==> config.mk <==
export PLATFORM = sky130hd
export DESIGN_NAME = mdma_engine
export DESIGN_NICKNAME = d
export VERILOG_FILES = /design/src/rtl/mdma_pkg.sv /design/src/rtl/mdma_engine.sv /design/src/rtl/mdma_addr_mem.sv
export VERILOG_INCLUDE_DIRS = /design/src /design/src/rtl
export SDC_FILE = /design/constraint.sdc
export NUM_CORES = 2
export LEC_CHECK = 0
export BUFFER_PORTS_ARGS = -buffer_cell sky130_fd_sc_hd__buf_4
export CORE_MARGIN = 5
export CORE_UTILIZATION = 58
export CTS_CLUSTER_DIAMETER = 60
export CTS_CLUSTER_SIZE = 25
export DETAILED_ROUTE_END_ITERATION = 8
export HOLD_SLACK_MARGIN = 0.03
export PLACE_DENSITY = 0.76
export SYNTH_ARGS = -nofsm -noshare
export SYNTH_HDL_FRONTEND = slang
export SYNTH_SLANG_ARGS = --single-unit
export TNS_END_PERCENT = 20
==> constraint.sdc <==
create_clock -name clk_sys_in -period 66.4 [get_ports clk_sys_in]
set_input_delay 3.32 -clock clk_sys_in [delete_from_list [all_inputs] [get_ports clk_sys_in]]
set_output_delay 3.32 -clock clk_sys_in [all_outputs]
set_load 0.05 [all_outputs]
==> src/rtl/mdma_consts.svh <==
// register offsets, control field positions, reset values and size codes
// of the multichannel transfer engine; definitions only
`ifndef MDMA_CONSTS_SVH
`define MDMA_CONSTS_SVH

// register map, byte offsets on the 8-bit register port
`define MDMA_OFF_FLAGS   8'h00
`define MDMA_OFF_CLEAR   8'h04
`define MDMA_OFF_CTL     8'h08
`define MDMA_OFF_CNT     8'h0C
`define MDMA_OFF_PADDR   8'h10
`define MDMA_OFF_MADDR   8'h14
`define MDMA_CH_STRIDE   8'h14

// channel control register fields
`define MDMA_CTL_W       15
`define MDMA_CTL_ON      0
`define MDMA_CTL_FULL_IE 1
`define MDMA_CTL_HALF_IE 2
`define MDMA_CTL_FAULT_IE 3
`define MDMA_CTL_DIR     4
`define MDMA_CTL_CIRC    5
`define MDMA_CTL_PSTEP   6
`define MDMA_CTL_MSTEP   7
`define MDMA_CTL_PSIZE   8
`define MDMA_CTL_MSIZE   10
`define MDMA_CTL_RANK    12
`define MDMA_CTL_M2M     14

// per-channel event flags, four bits per channel in flag and clear words
`define MDMA_FLAG_W      4
`define MDMA_FLAG_ANY    0
`define MDMA_FLAG_FULL   1
`define MDMA_FLAG_HALF   2
`define MDMA_FLAG_FAULT  3

// item size codes
`define MDMA_SIZE_8      2'h0
`define MDMA_SIZE_16     2'h1
`define MDMA_SIZE_32     2'h2

// reset values
`define MDMA_CTL_RST     15'h0000
`define MDMA_WORD_RST    32'h0000_0000

`endif

==> src/rtl/mdma_pkg.sv <==
// types shared by the transfer engine
// assumes nothing beyond a SystemVerilog compiler
package mdma_pkg;

    // engine phases, one-hot
    typedef enum logic [3:0] {
        PH_IDLE  = 4'b0001,
        PH_FETCH = 4'b0010,
        PH_READ  = 4'b0100,
        PH_WRITE = 4'b1000
    } mdma_phase_e;

endpackage : mdma_pkg

==> src/rtl/mdma_engine.sv <==
// multichannel transfer engine: register port, arbiter, channel state,
// one read-then-write item at a time over a peripheral and a memory master
// assumes masters return read data right-justified and answer with ready_in;
// a peripheral drops its request on the edge after it sees its acknowledge
//
// Chosen here: the address map and the strobed register port.
`include "mdma_consts.svh"

module mdma_engine #(
    parameter int NCH   = 7,
    parameter int CNT_W = 17
) (
    input  wire logic           clk_sys_in,
    input  wire logic           reset_in,
    input  wire logic [7:0]     reg_addr_in,
    input  wire logic [31:0]    reg_wdata_in,
    input  wire logic           reg_write_in,
    input  wire logic           reg_read_in,
    output logic      [31:0]    reg_rdata_out,
    input  wire logic [NCH-1:0] periph_req_in,
    output logic      [NCH-1:0] periph_ack_out,
    output logic      [NCH-1:0] irq_out,
    output logic                per_valid_out,
    output logic                per_write_out,
    output logic      [1:0]     per_size_out,
    output logic      [31:0]    per_addr_out,
    output logic      [31:0]    per_wdata_out,
    input  wire logic           per_ready_in,
    input  wire logic [31:0]    per_rdata_in,
    input  wire logic           per_err_in,
    output logic                mem_valid_out,
    output logic                mem_write_out,
    output logic      [1:0]     mem_size_out,
    output logic      [31:0]    mem_addr_out,
    output logic      [31:0]    mem_wdata_out,
    input  wire logic           mem_ready_in,
    input  wire logic [31:0]    mem_rdata_in,
    input  wire logic           mem_err_in
);

    localparam int CH_W = (NCH > 1) ? $clog2(NCH) : 1;

    typedef struct packed {
        mdma_pkg::mdma_phase_e                phase;
        logic [NCH-1:0][`MDMA_CTL_W-1:0]      ctl;
        logic [NCH-1:0][CNT_W-1:0]            items_left;
        logic [NCH-1:0][CNT_W-1:0]            reload;
        logic [NCH-1:0][`MDMA_FLAG_W-1:0]     flags;
        logic [CH_W-1:0]                      ch;
        logic [31:0]                          dst_addr;
        logic                                 cmd_valid;
        logic                                 cmd_write;
        logic                                 cmd_to_per;
        logic [1:0]                           cmd_size;
        logic [31:0]                          cmd_addr;
        logic [31:0]                          cmd_wdata;
        logic [NCH-1:0]                       ack;
        logic [31:0]                          rdata;
        logic                                 rd_mem;
        logic                                 rd_hi;
    } mdma_regs_s;

    mdma_regs_s state_reg;
    mdma_regs_s state_next;

    // base-address memory hookup
    logic [1:0]      base_wr_lane;
    logic [CH_W-1:0] base_wr_idx;
    logic [CH_W-1:0] base_rd_a_idx;
    logic [63:0]     base_rd_a_data;
    logic [CH_W-1:0] base_rd_b_idx;
    logic [63:0]     base_rd_b_data;

    // per-item working values
    logic            cmd_ready;
    logic            cmd_err;
    logic [31:0]     cmd_rdata;
    logic [NCH-1:0]  eligible;
    logic            best_found;
    logic [CH_W-1:0] best_idx;
    logic [1:0]      best_rank;
    logic [NCH-1:0]  set_full;
    logic [NCH-1:0]  set_half;
    logic [NCH-1:0]  set_fault;
    logic [NCH-1:0][`MDMA_FLAG_W-1:0] clr_flags;

    // mask of the valid low bits for an item size
    function automatic logic [31:0] size_mask(input logic [1:0] size);
        logic [31:0] m;
        m = 32'hFFFF_FFFF;
        if (size == `MDMA_SIZE_8) begin
            m = 32'h0000_00FF;
        end else if (size == `MDMA_SIZE_16) begin
            m = 32'h0000_FFFF;
        end
        return m;
    endfunction : size_mask

    // item address: base, or base plus items done times item bytes
    function automatic logic [31:0] item_addr(input logic [31:0] base,
                                              input logic        step_on,
                                              input logic [1:0]  size,
                                              input logic [31:0] done);
        logic [31:0] offs;
        offs = done;
        if (size == `MDMA_SIZE_16) begin
            offs = {done[30:0], 1'b0};
        end else if (size != `MDMA_SIZE_8) begin
            offs = {done[29:0], 2'b00};
        end
        return step_on ? base + offs : base;
    endfunction : item_addr

    // the answer comes from whichever master holds the command
    assign cmd_ready = state_reg.cmd_to_per ? per_ready_in : mem_ready_in;
    assign cmd_err   = state_reg.cmd_to_per ? per_err_in : mem_err_in;
    assign cmd_rdata = state_reg.cmd_to_per ? per_rdata_in : mem_rdata_in;

    // arbiter: walk down so an equal rank lets the lower index win
    always_comb begin
        best_found = 1'b0;
        best_idx   = '0;
        best_rank  = 2'h0;
        for (int i = NCH - 1; i >= 0; i--) begin
            // a channel acknowledged last cycle waits for its request to drop
            eligible[i] = state_reg.ctl[i][`MDMA_CTL_ON]
                        && (state_reg.items_left[i] != '0)
                        && (state_reg.ctl[i][`MDMA_CTL_M2M] || periph_req_in[i])
                        && !state_reg.ack[i];
            if (eligible[i] && (!best_found
                    || state_reg.ctl[i][`MDMA_CTL_RANK +: 2] >= best_rank)) begin
                best_found = 1'b1;
                best_idx   = CH_W'(i);
                best_rank  = state_reg.ctl[i][`MDMA_CTL_RANK +: 2];
            end
        end
    end

    // whole next-state: register port, engine, flags
    always_comb begin
        logic [7:0]       ch_off;
        logic             held;
        logic [CH_W-1:0]  c;
        logic [31:0]      done;
        logic [31:0]      p_addr;
        logic [31:0]      m_addr;
        logic [31:0]      item;
        logic [CNT_W-1:0] left_new;
        logic [CNT_W-1:0] half_pt;
        logic             on_per;
        ch_off       = 8'h00;
        held         = 1'b0;
        c            = state_reg.ch;
        done         = '0;
        p_addr       = '0;
        m_addr       = '0;
        item         = '0;
        left_new     = '0;
        half_pt      = '0;
        on_per       = 1'b0;
        state_next   = state_reg;
        state_next.ack    = '0;
        state_next.rdata  = `MDMA_WORD_RST;
        state_next.rd_mem = 1'b0;
        base_wr_lane  = 2'b00;
        base_wr_idx   = '0;
        base_rd_a_idx = '0;
        base_rd_b_idx = (state_reg.phase == mdma_pkg::PH_IDLE) ? best_idx : state_reg.ch;
        set_full  = '0;
        set_half  = '0;
        set_fault = '0;
        clr_flags = '0;

        // flag clear word: the global clear bit wipes all four
        if (reg_write_in && reg_addr_in == `MDMA_OFF_CLEAR) begin
            for (int i = 0; i < NCH; i++) begin
                clr_flags[i] = reg_wdata_in[i*`MDMA_FLAG_W +: `MDMA_FLAG_W];
                if (clr_flags[i][`MDMA_FLAG_ANY]) begin
                    clr_flags[i] = '1;
                end
            end
        end
        if (reg_read_in && reg_addr_in == `MDMA_OFF_FLAGS) begin
            for (int i = 0; i < NCH; i++) begin
                state_next.rdata[i*`MDMA_FLAG_W +: `MDMA_FLAG_W] = state_reg.flags[i];
            end
        end

        // channel registers; count and bases are refused while a channel is
        // on or has an item in flight, so the engine never races the bus
        for (int i = 0; i < NCH; i++) begin
            ch_off = 8'(i) * `MDMA_CH_STRIDE;
            held   = state_reg.ctl[i][`MDMA_CTL_ON]
                   || (state_reg.phase != mdma_pkg::PH_IDLE && state_reg.ch == CH_W'(i));
            if (reg_write_in) begin
                if (reg_addr_in == `MDMA_OFF_CTL + ch_off) begin
                    state_next.ctl[i] = reg_wdata_in[`MDMA_CTL_W-1:0];
                    if (state_reg.ctl[i][`MDMA_CTL_ON]) begin
                        state_next.ctl[i][`MDMA_CTL_M2M] =
                            state_reg.ctl[i][`MDMA_CTL_M2M];
                    end
                end
                if (reg_addr_in == `MDMA_OFF_CNT + ch_off && !held) begin
                    state_next.reload[i]     = reg_wdata_in[CNT_W-1:0];
                    state_next.items_left[i] = reg_wdata_in[CNT_W-1:0];
                end
                if ((reg_addr_in == `MDMA_OFF_PADDR + ch_off
                        || reg_addr_in == `MDMA_OFF_MADDR + ch_off) && !held) begin
                    state_next.items_left[i] = state_reg.reload[i];
                    base_wr_idx  = CH_W'(i);
                    base_wr_lane = (reg_addr_in == `MDMA_OFF_MADDR + ch_off) ? 2'b10 : 2'b01;
                end
            end
            if (reg_read_in) begin
                if (reg_addr_in == `MDMA_OFF_CTL + ch_off) begin
                    state_next.rdata[`MDMA_CTL_W-1:0] = state_reg.ctl[i];
                end
                if (reg_addr_in == `MDMA_OFF_CNT + ch_off) begin
                    state_next.rdata[CNT_W-1:0] = state_reg.items_left[i];
                end
                if (reg_addr_in == `MDMA_OFF_PADDR + ch_off
                        || reg_addr_in == `MDMA_OFF_MADDR + ch_off) begin
                    base_rd_a_idx     = CH_W'(i);
                    state_next.rd_mem = 1'b1;
                    state_next.rd_hi  = (reg_addr_in == `MDMA_OFF_MADDR + ch_off);
                end
            end
        end

        // transfer engine, one item at a time
        on_per = state_reg.cmd_to_per && !state_reg.ctl[c][`MDMA_CTL_M2M];
        case (state_reg.phase)
            mdma_pkg::PH_IDLE: begin
                // disabling simply stops picking the channel; count stays put
                if (best_found) begin
                    state_next.ch    = best_idx;
                    state_next.phase = mdma_pkg::PH_FETCH;
                end
            end
            mdma_pkg::PH_FETCH: begin
                // bases arrive now; addresses follow from the items done
                done   = 32'(state_reg.reload[c] - state_reg.items_left[c]);
                p_addr = item_addr(base_rd_b_data[31:0],
                                   state_reg.ctl[c][`MDMA_CTL_PSTEP],
                                   state_reg.ctl[c][`MDMA_CTL_PSIZE +: 2], done);
                m_addr = item_addr(base_rd_b_data[63:32],
                                   state_reg.ctl[c][`MDMA_CTL_MSTEP],
                                   state_reg.ctl[c][`MDMA_CTL_MSIZE +: 2], done);
                state_next.cmd_valid  = 1'b1;
                state_next.cmd_write  = 1'b0;
                if (state_reg.ctl[c][`MDMA_CTL_DIR]) begin
                    state_next.cmd_to_per = 1'b0;
                    state_next.cmd_size   = state_reg.ctl[c][`MDMA_CTL_MSIZE +: 2];
                    state_next.cmd_addr   = m_addr;
                    state_next.dst_addr   = p_addr;
                end else begin
                    state_next.cmd_to_per = 1'b1;
                    state_next.cmd_size   = state_reg.ctl[c][`MDMA_CTL_PSIZE +: 2];
                    state_next.cmd_addr   = p_addr;
                    state_next.dst_addr   = m_addr;
                end
                state_next.phase = mdma_pkg::PH_READ;
            end
            mdma_pkg::PH_READ: begin
                if (cmd_ready) begin
                    state_next.cmd_valid = 1'b0;
                    state_next.ack[c]    = on_per;
                    if (cmd_err) begin
                        // a failed item is not counted and the channel stops
                        set_fault[c] = 1'b1;
                        state_next.ctl[c][`MDMA_CTL_ON] = 1'b0;
                        state_next.phase = mdma_pkg::PH_IDLE;
                    end else begin
                        // zero-extend at the source size, cut at destination
                        item = cmd_rdata & size_mask(state_reg.cmd_size);
                        state_next.cmd_valid  = 1'b1;
                        state_next.cmd_write  = 1'b1;
                        state_next.cmd_to_per = state_reg.ctl[c][`MDMA_CTL_DIR];
                        state_next.cmd_size   = state_reg.ctl[c][`MDMA_CTL_DIR]
                            ? state_reg.ctl[c][`MDMA_CTL_PSIZE +: 2]
                            : state_reg.ctl[c][`MDMA_CTL_MSIZE +: 2];
                        state_next.cmd_addr   = state_reg.dst_addr;
                        state_next.cmd_wdata  = item & size_mask(state_next.cmd_size);
                        state_next.phase      = mdma_pkg::PH_WRITE;
                    end
                end
            end
            mdma_pkg::PH_WRITE: begin
                if (cmd_ready) begin
                    state_next.cmd_valid = 1'b0;
                    state_next.ack[c]    = on_per;
                    state_next.phase     = mdma_pkg::PH_IDLE;
                    if (cmd_err) begin
                        set_fault[c] = 1'b1;
                        state_next.ctl[c][`MDMA_CTL_ON] = 1'b0;
                    end else begin
                        left_new = state_reg.items_left[c] - CNT_W'(1);
                        half_pt  = state_reg.reload[c] - (state_reg.reload[c] >> 1);
                        if ((state_reg.reload[c] >> 1) != '0 && left_new == half_pt) begin
                            set_half[c] = 1'b1;
                        end
                        if (left_new == '0) begin
                            set_full[c] = 1'b1;
                            if (state_reg.ctl[c][`MDMA_CTL_CIRC]) begin
                                left_new = state_reg.reload[c];
                            end
                        end
                        state_next.items_left[c] = left_new;
                    end
                end
            end
            default: begin
                state_next.cmd_valid = 1'b0;
                state_next.phase     = mdma_pkg::PH_IDLE;
            end
        endcase

        // an event in the clearing cycle survives: set wins over clear
        for (int i = 0; i < NCH; i++) begin
            state_next.flags[i] = state_reg.flags[i] & ~clr_flags[i];
            state_next.flags[i][`MDMA_FLAG_FULL]  = state_next.flags[i][`MDMA_FLAG_FULL]
                                                  | set_full[i];
            state_next.flags[i][`MDMA_FLAG_HALF]  = state_next.flags[i][`MDMA_FLAG_HALF]
                                                  | set_half[i];
            state_next.flags[i][`MDMA_FLAG_FAULT] = state_next.flags[i][`MDMA_FLAG_FAULT]
                                                  | set_fault[i];
            state_next.flags[i][`MDMA_FLAG_ANY]   = state_next.flags[i][`MDMA_FLAG_ANY]
                | set_full[i] | set_half[i] | set_fault[i];
        end
    end

    // all engine state in one register
    always_ff @(posedge clk_sys_in or posedge reset_in) begin
        if (reset_in) begin
            state_reg       <= '0;
            state_reg.phase <= mdma_pkg::PH_IDLE;
            state_reg.ctl   <= {NCH{`MDMA_CTL_RST}};
        end else begin
            state_reg <= state_next;
        end
    end

    // base addresses live in a memory; the engine reads on port b
    mdma_addr_mem #(
        .DEPTH  (NCH),
        .LANES  (2),
        .LANE_W (32),
        .IDX_W  (CH_W)
    ) u_base_mem (
        .clk_sys_in    (clk_sys_in),
        .reset_in      (reset_in),
        .wr_lane_in    (base_wr_lane),
        .wr_idx_in     (base_wr_idx),
        .wr_data_in    (reg_wdata_in),
        .rd_a_idx_in   (base_rd_a_idx),
        .rd_a_data_out (base_rd_a_data),
        .rd_b_idx_in   (base_rd_b_idx),
        .rd_b_data_out (base_rd_b_data)
    );

    // read data stand one cycle after the strobe
    assign reg_rdata_out = !state_reg.rd_mem ? state_reg.rdata
                         : state_reg.rd_hi ? base_rd_a_data[63:32] : base_rd_a_data[31:0];

    // one interrupt per channel: flag and its enable
    genvar g;
    generate
        for (g = 0; g < NCH; g++) begin : g_irq
            assign irq_out[g] = |(state_reg.flags[g][`MDMA_FLAG_FAULT:`MDMA_FLAG_FULL]
                                & state_reg.ctl[g][`MDMA_CTL_FAULT_IE:`MDMA_CTL_FULL_IE]);
        end
    endgenerate

    // both masters share the command registers; valid picks the port
    assign periph_ack_out = state_reg.ack;
    assign per_valid_out  = state_reg.cmd_valid & state_reg.cmd_to_per;
    assign per_write_out  = state_reg.cmd_write;
    assign per_size_out   = state_reg.cmd_size;
    assign per_addr_out   = state_reg.cmd_addr;
    assign per_wdata_out  = state_reg.cmd_wdata;
    assign mem_valid_out  = state_reg.cmd_valid & ~state_reg.cmd_to_per;
    assign mem_write_out  = state_reg.cmd_write;
    assign mem_size_out   = state_reg.cmd_size;
    assign mem_addr_out   = state_reg.cmd_addr;
    assign mem_wdata_out  = state_reg.cmd_wdata;

endmodule : mdma_engine

==> src/rtl/mdma_addr_mem.sv <==
// small base-address memory: one lane-masked write port, two read ports
// assumes one clock; read data are registered, valid the cycle after the index
module mdma_addr_mem #(
    parameter int DEPTH  = 7,
    parameter int LANES  = 2,
    parameter int LANE_W = 32,
    parameter int IDX_W  = 3
) (
    input  wire logic                    clk_sys_in,
    input  wire logic                    reset_in,
    input  wire logic [LANES-1:0]        wr_lane_in,
    input  wire logic [IDX_W-1:0]        wr_idx_in,
    input  wire logic [LANE_W-1:0]       wr_data_in,
    input  wire logic [IDX_W-1:0]        rd_a_idx_in,
    output logic      [LANES*LANE_W-1:0] rd_a_data_out,
    input  wire logic [IDX_W-1:0]        rd_b_idx_in,
    output logic      [LANES*LANE_W-1:0] rd_b_data_out
);

    typedef struct packed {
        logic [DEPTH-1:0][LANES-1:0][LANE_W-1:0] mem;
        logic [LANES-1:0][LANE_W-1:0]            rd_a;
        logic [LANES-1:0][LANE_W-1:0]            rd_b;
    } mdma_mem_s;

    mdma_mem_s mem_reg;
    mdma_mem_s mem_next;

    // read before write: a same-cycle write shows on the next read only
    always_comb begin
        mem_next      = mem_reg;
        mem_next.rd_a = mem_reg.mem[rd_a_idx_in];
        mem_next.rd_b = mem_reg.mem[rd_b_idx_in];
        for (int l = 0; l < LANES; l++) begin
            if (wr_lane_in[l]) begin
                mem_next.mem[wr_idx_in][l] = wr_data_in;
            end
        end
    end

    // small enough to clear on reset, so reads never return junk
    always_ff @(posedge clk_sys_in or posedge reset_in) begin
        if (reset_in) begin
            mem_reg <= '0;
        end else begin
            mem_reg <= mem_next;
        end
    end

    assign rd_a_data_out = mem_reg.rd_a;
    assign rd_b_data_out = mem_reg.rd_b;

endmodule : mdma_addr_mem

==> metrics.txt <==
number of synthesized register bits=1092; Worst R2R Setup Slack=54130 ps; critical path arrival=13830 ps; # Post-CTS Setup Buffers=0; clock share of power=0.209; clk_lat worst skew=730 ps; final period utilization=0.200; dpl hpwl=163000 µm; share of Yosys cell area claimed by the top area cell type=0.436; post-cts sizing count=0; library cells used by synthesis=86; CP Launch Point=periph_req_in[6]; CP Class=input pin to flop; Core Region=107000 µm²; Max-slew headroom=0.0685; Hold WS=489 ps; CTS Hold Buffers Added=0; Setup WS pre-CTS=52590 ps; post-route ant nets=0; Seq/Total Area, Yosys=0.437; reg-to-reg endpoint=u_base_mem.rd_b_data_out[7]; die width=338 µm; CP startpoint kind=input pin; GR Overflow Total=0; Setup Total Neg Slack=0 ps; PD cells=43.5 nW/µm²; Clock Tree Buf Depth=3; Pleak=31.7 nW; Post-layout nets=6376; DR vias=54800; layout cells sized above 1=0.238; Cell Area, Synth=62600 µm²; htree depth=3; wire length per cell=32.0 µm; synth warn=0; Worst-Margin Slew=1390 ps; clock sink count=1092; Clock transition at path regs=90 ps; RePlAce Congestion=1.05; largest net degree at the start of global routing=193; Gate power share=0.505; fin area=68500 µm²; die area=115000 µm²; post-layout min period=13300 ps; Worst Skew=58.7 ps; switching share of power=0.461; CTS buffer count=98; top sig layer=met5; Fmax=75.2 MHz; count leader, synth=dfrtp_1; CTS root buffer=clkbuf_16; initial antenna violation count=7; Max IR drop VDD=0.0277 mV; total power=2.98 mW; GRT Overall Usage=0.408; final setup vio count=0; Ports=301; Fin. Hold Viols=0; Max FO, Critical Path=47; Syn Nets=6466; met2 WL=101000 µm; worst setup margin=53100 ps; Synth Flop Type=dfrtp_1; max-slew violation count=0; NetSw=1.37 mW; Mapped Cells=6226; most frequent cells after synthesis=dfrtp_1 (1091), mux2_2 (765), nand2_1 (681); Avg Vias per Cell=7.19; Synth area leader=dfrtp_1; Cell Rows=120; area grow syn2layout=9.52%; metal3 WL=36300 µm; Avg Inst Size Synth=10.1 µm²; Die Ht=338 µm; critical path required time=66940 ps; Setup crit end=u_base_mem.rd_b_data_out[7]; metal1 wirelength=92500 µm; placed cell areas=65000 µm²; internal power=1.61 mW; fill count=8579; Seq pwr share=0.286; DP Cell Count=7439; CTS tree=done; EDFF count, synth=0; IO buf count=300; Max Cap Viol=0; DR iter-0 viols=8116; Post-Layout Cell Count=7623; # DRC=0; Post-synth ARST share=1.00; Initial Util=0.585; vias in the first global route=52100; Crit. End Element=flop; Final Core Density=0.640; top cells by area, synth=dfrtp_1 (44%), mux2_2 (14%), mux2i_1 (4.7%); max FFs per register=448; CP max stage delay=830 ps; DR pass1 iterations=9; outcome=complete, no violations; unrepaired setup endpoints after global routing=no; Hold Path Class=flop to flop; launching point of the worst reg2reg path=state_reg[403]; global-route wire length before repair=353000 µm; Routed WL=244000 µm; Worst R2R Path Depth=43; Crit-path slowest cell=buf_4
-- critical path, delay by kind of cell --
kind / cells / cell delay [ps]
AOI/OAI and AO/OA: 17 / 3600
and+or+nand+nor: 12 / 2340
adders and majority gates: 6 / 1520
muxes: 4 / 1520
buffers and inverters: 4 / 1460
-- metal layers --
layer / GRT usage / vias up
li1: - / 22600
met1: 0.547 / 27100
met2: 0.585 / 4174
met3: 0.162 / 873
met4: 0.189 / 12
met5: 0 / -
-- logic make-up (layout without fill, tap and decap cells) --
group                      after synthesis  count (layout)  share of synthesized area
DFF                                   1092            1092                      0.437
other                                    0               4                          0
muxes                                 1073            1073                      0.189
AOI/OAI and AO/OA                     1620            1620                      0.175
adders and majority gates              121             121                     0.0247
xor gates and xnor gates               107             107                     0.0154
and+or+nand+nor                       1502            1502                      0.107
buffers and inverters                  711             701                     0.0524
-- power groups by stage --
stage / Combinational, mW / Sequential [mW] / Clock [mW]
floorplan: 1.08 / 0.789 / 0
global placement: 1.43 / 0.855 / 0
detailed placement: 1.45 / 0.856 / 0
CTS: 1.46 / 0.843 / 0.625
global route: 1.61 / 0.853 / 0.652
finish: 1.51 / 0.854 / 0.622
-- cell type report --
type / instances / area (µm²) / share of cell area
diodes: 4 / 10.0 / 0.000146
clock buffers: 111 / 2620 / 0.0382
clock inverters: 69 / 906 / 0.0132
inverters: 86 / 332 / 0.00484
multi-input cells: 4423 / 32200 / 0.470
flip-flops and latches: 1092 / 27300 / 0.399
well taps: 1403 / 1760 / 0.0256
repair buffers: 435 / 3340 / 0.0487
-- worst min-delay path by stage --
stage                   startpoint              to  slack (ps)  depth (start not counted)
finish              state_reg[117]  state_reg[117]         490                          2
global route        state_reg[116]  state_reg[116]         510                          2
CTS                 state_reg[129]  state_reg[129]         480                          2
detailed placement  state_reg[129]  state_reg[129]         460                          2
global placement    state_reg[129]  state_reg[129]         450                          2
floorplan           state_reg[129]  state_reg[129]         440                          2
-- cell usage in the layout, fill, tap and decap left out, types with 17 or more instances in the layout --
cell type	netlist	final
a211oi_1	17	17
a21o_1	40	39
a21oi_1	378	375
a221o_1	18	18
a221oi_1	164	163
a222oi_1	32	32
a22o_1	22	22
a22oi_1	58	58
a31oi_1	25	25
and2_1	35	34
and3_1	22	21
buf_4	145	429
clkbuf_16	0	101
clkinv_8	0	17
dfrtp_1	1091	1085
ha_1	117	117
inv_1	86	84
mux2_2	765	765
mux2i_1	293	293
nand2_1	681	675
nand2b_1	24	24
nand3_1	268	261
nand4_1	18	18
nor2_1	287	276
nor2b_1	37	35
nor3_1	38	34
nor4_1	30	30
o21a_1	39	38
o21ai_0	333	329
o21ai_1	76	75
o21bai_1	19	19
o221ai_1	151	150
o22a_1	119	119
o22ai_1	17	17
xnor2_1	77	77
xor2_1	28	28
No activity file was read; power rests on OpenSTA's default activity.
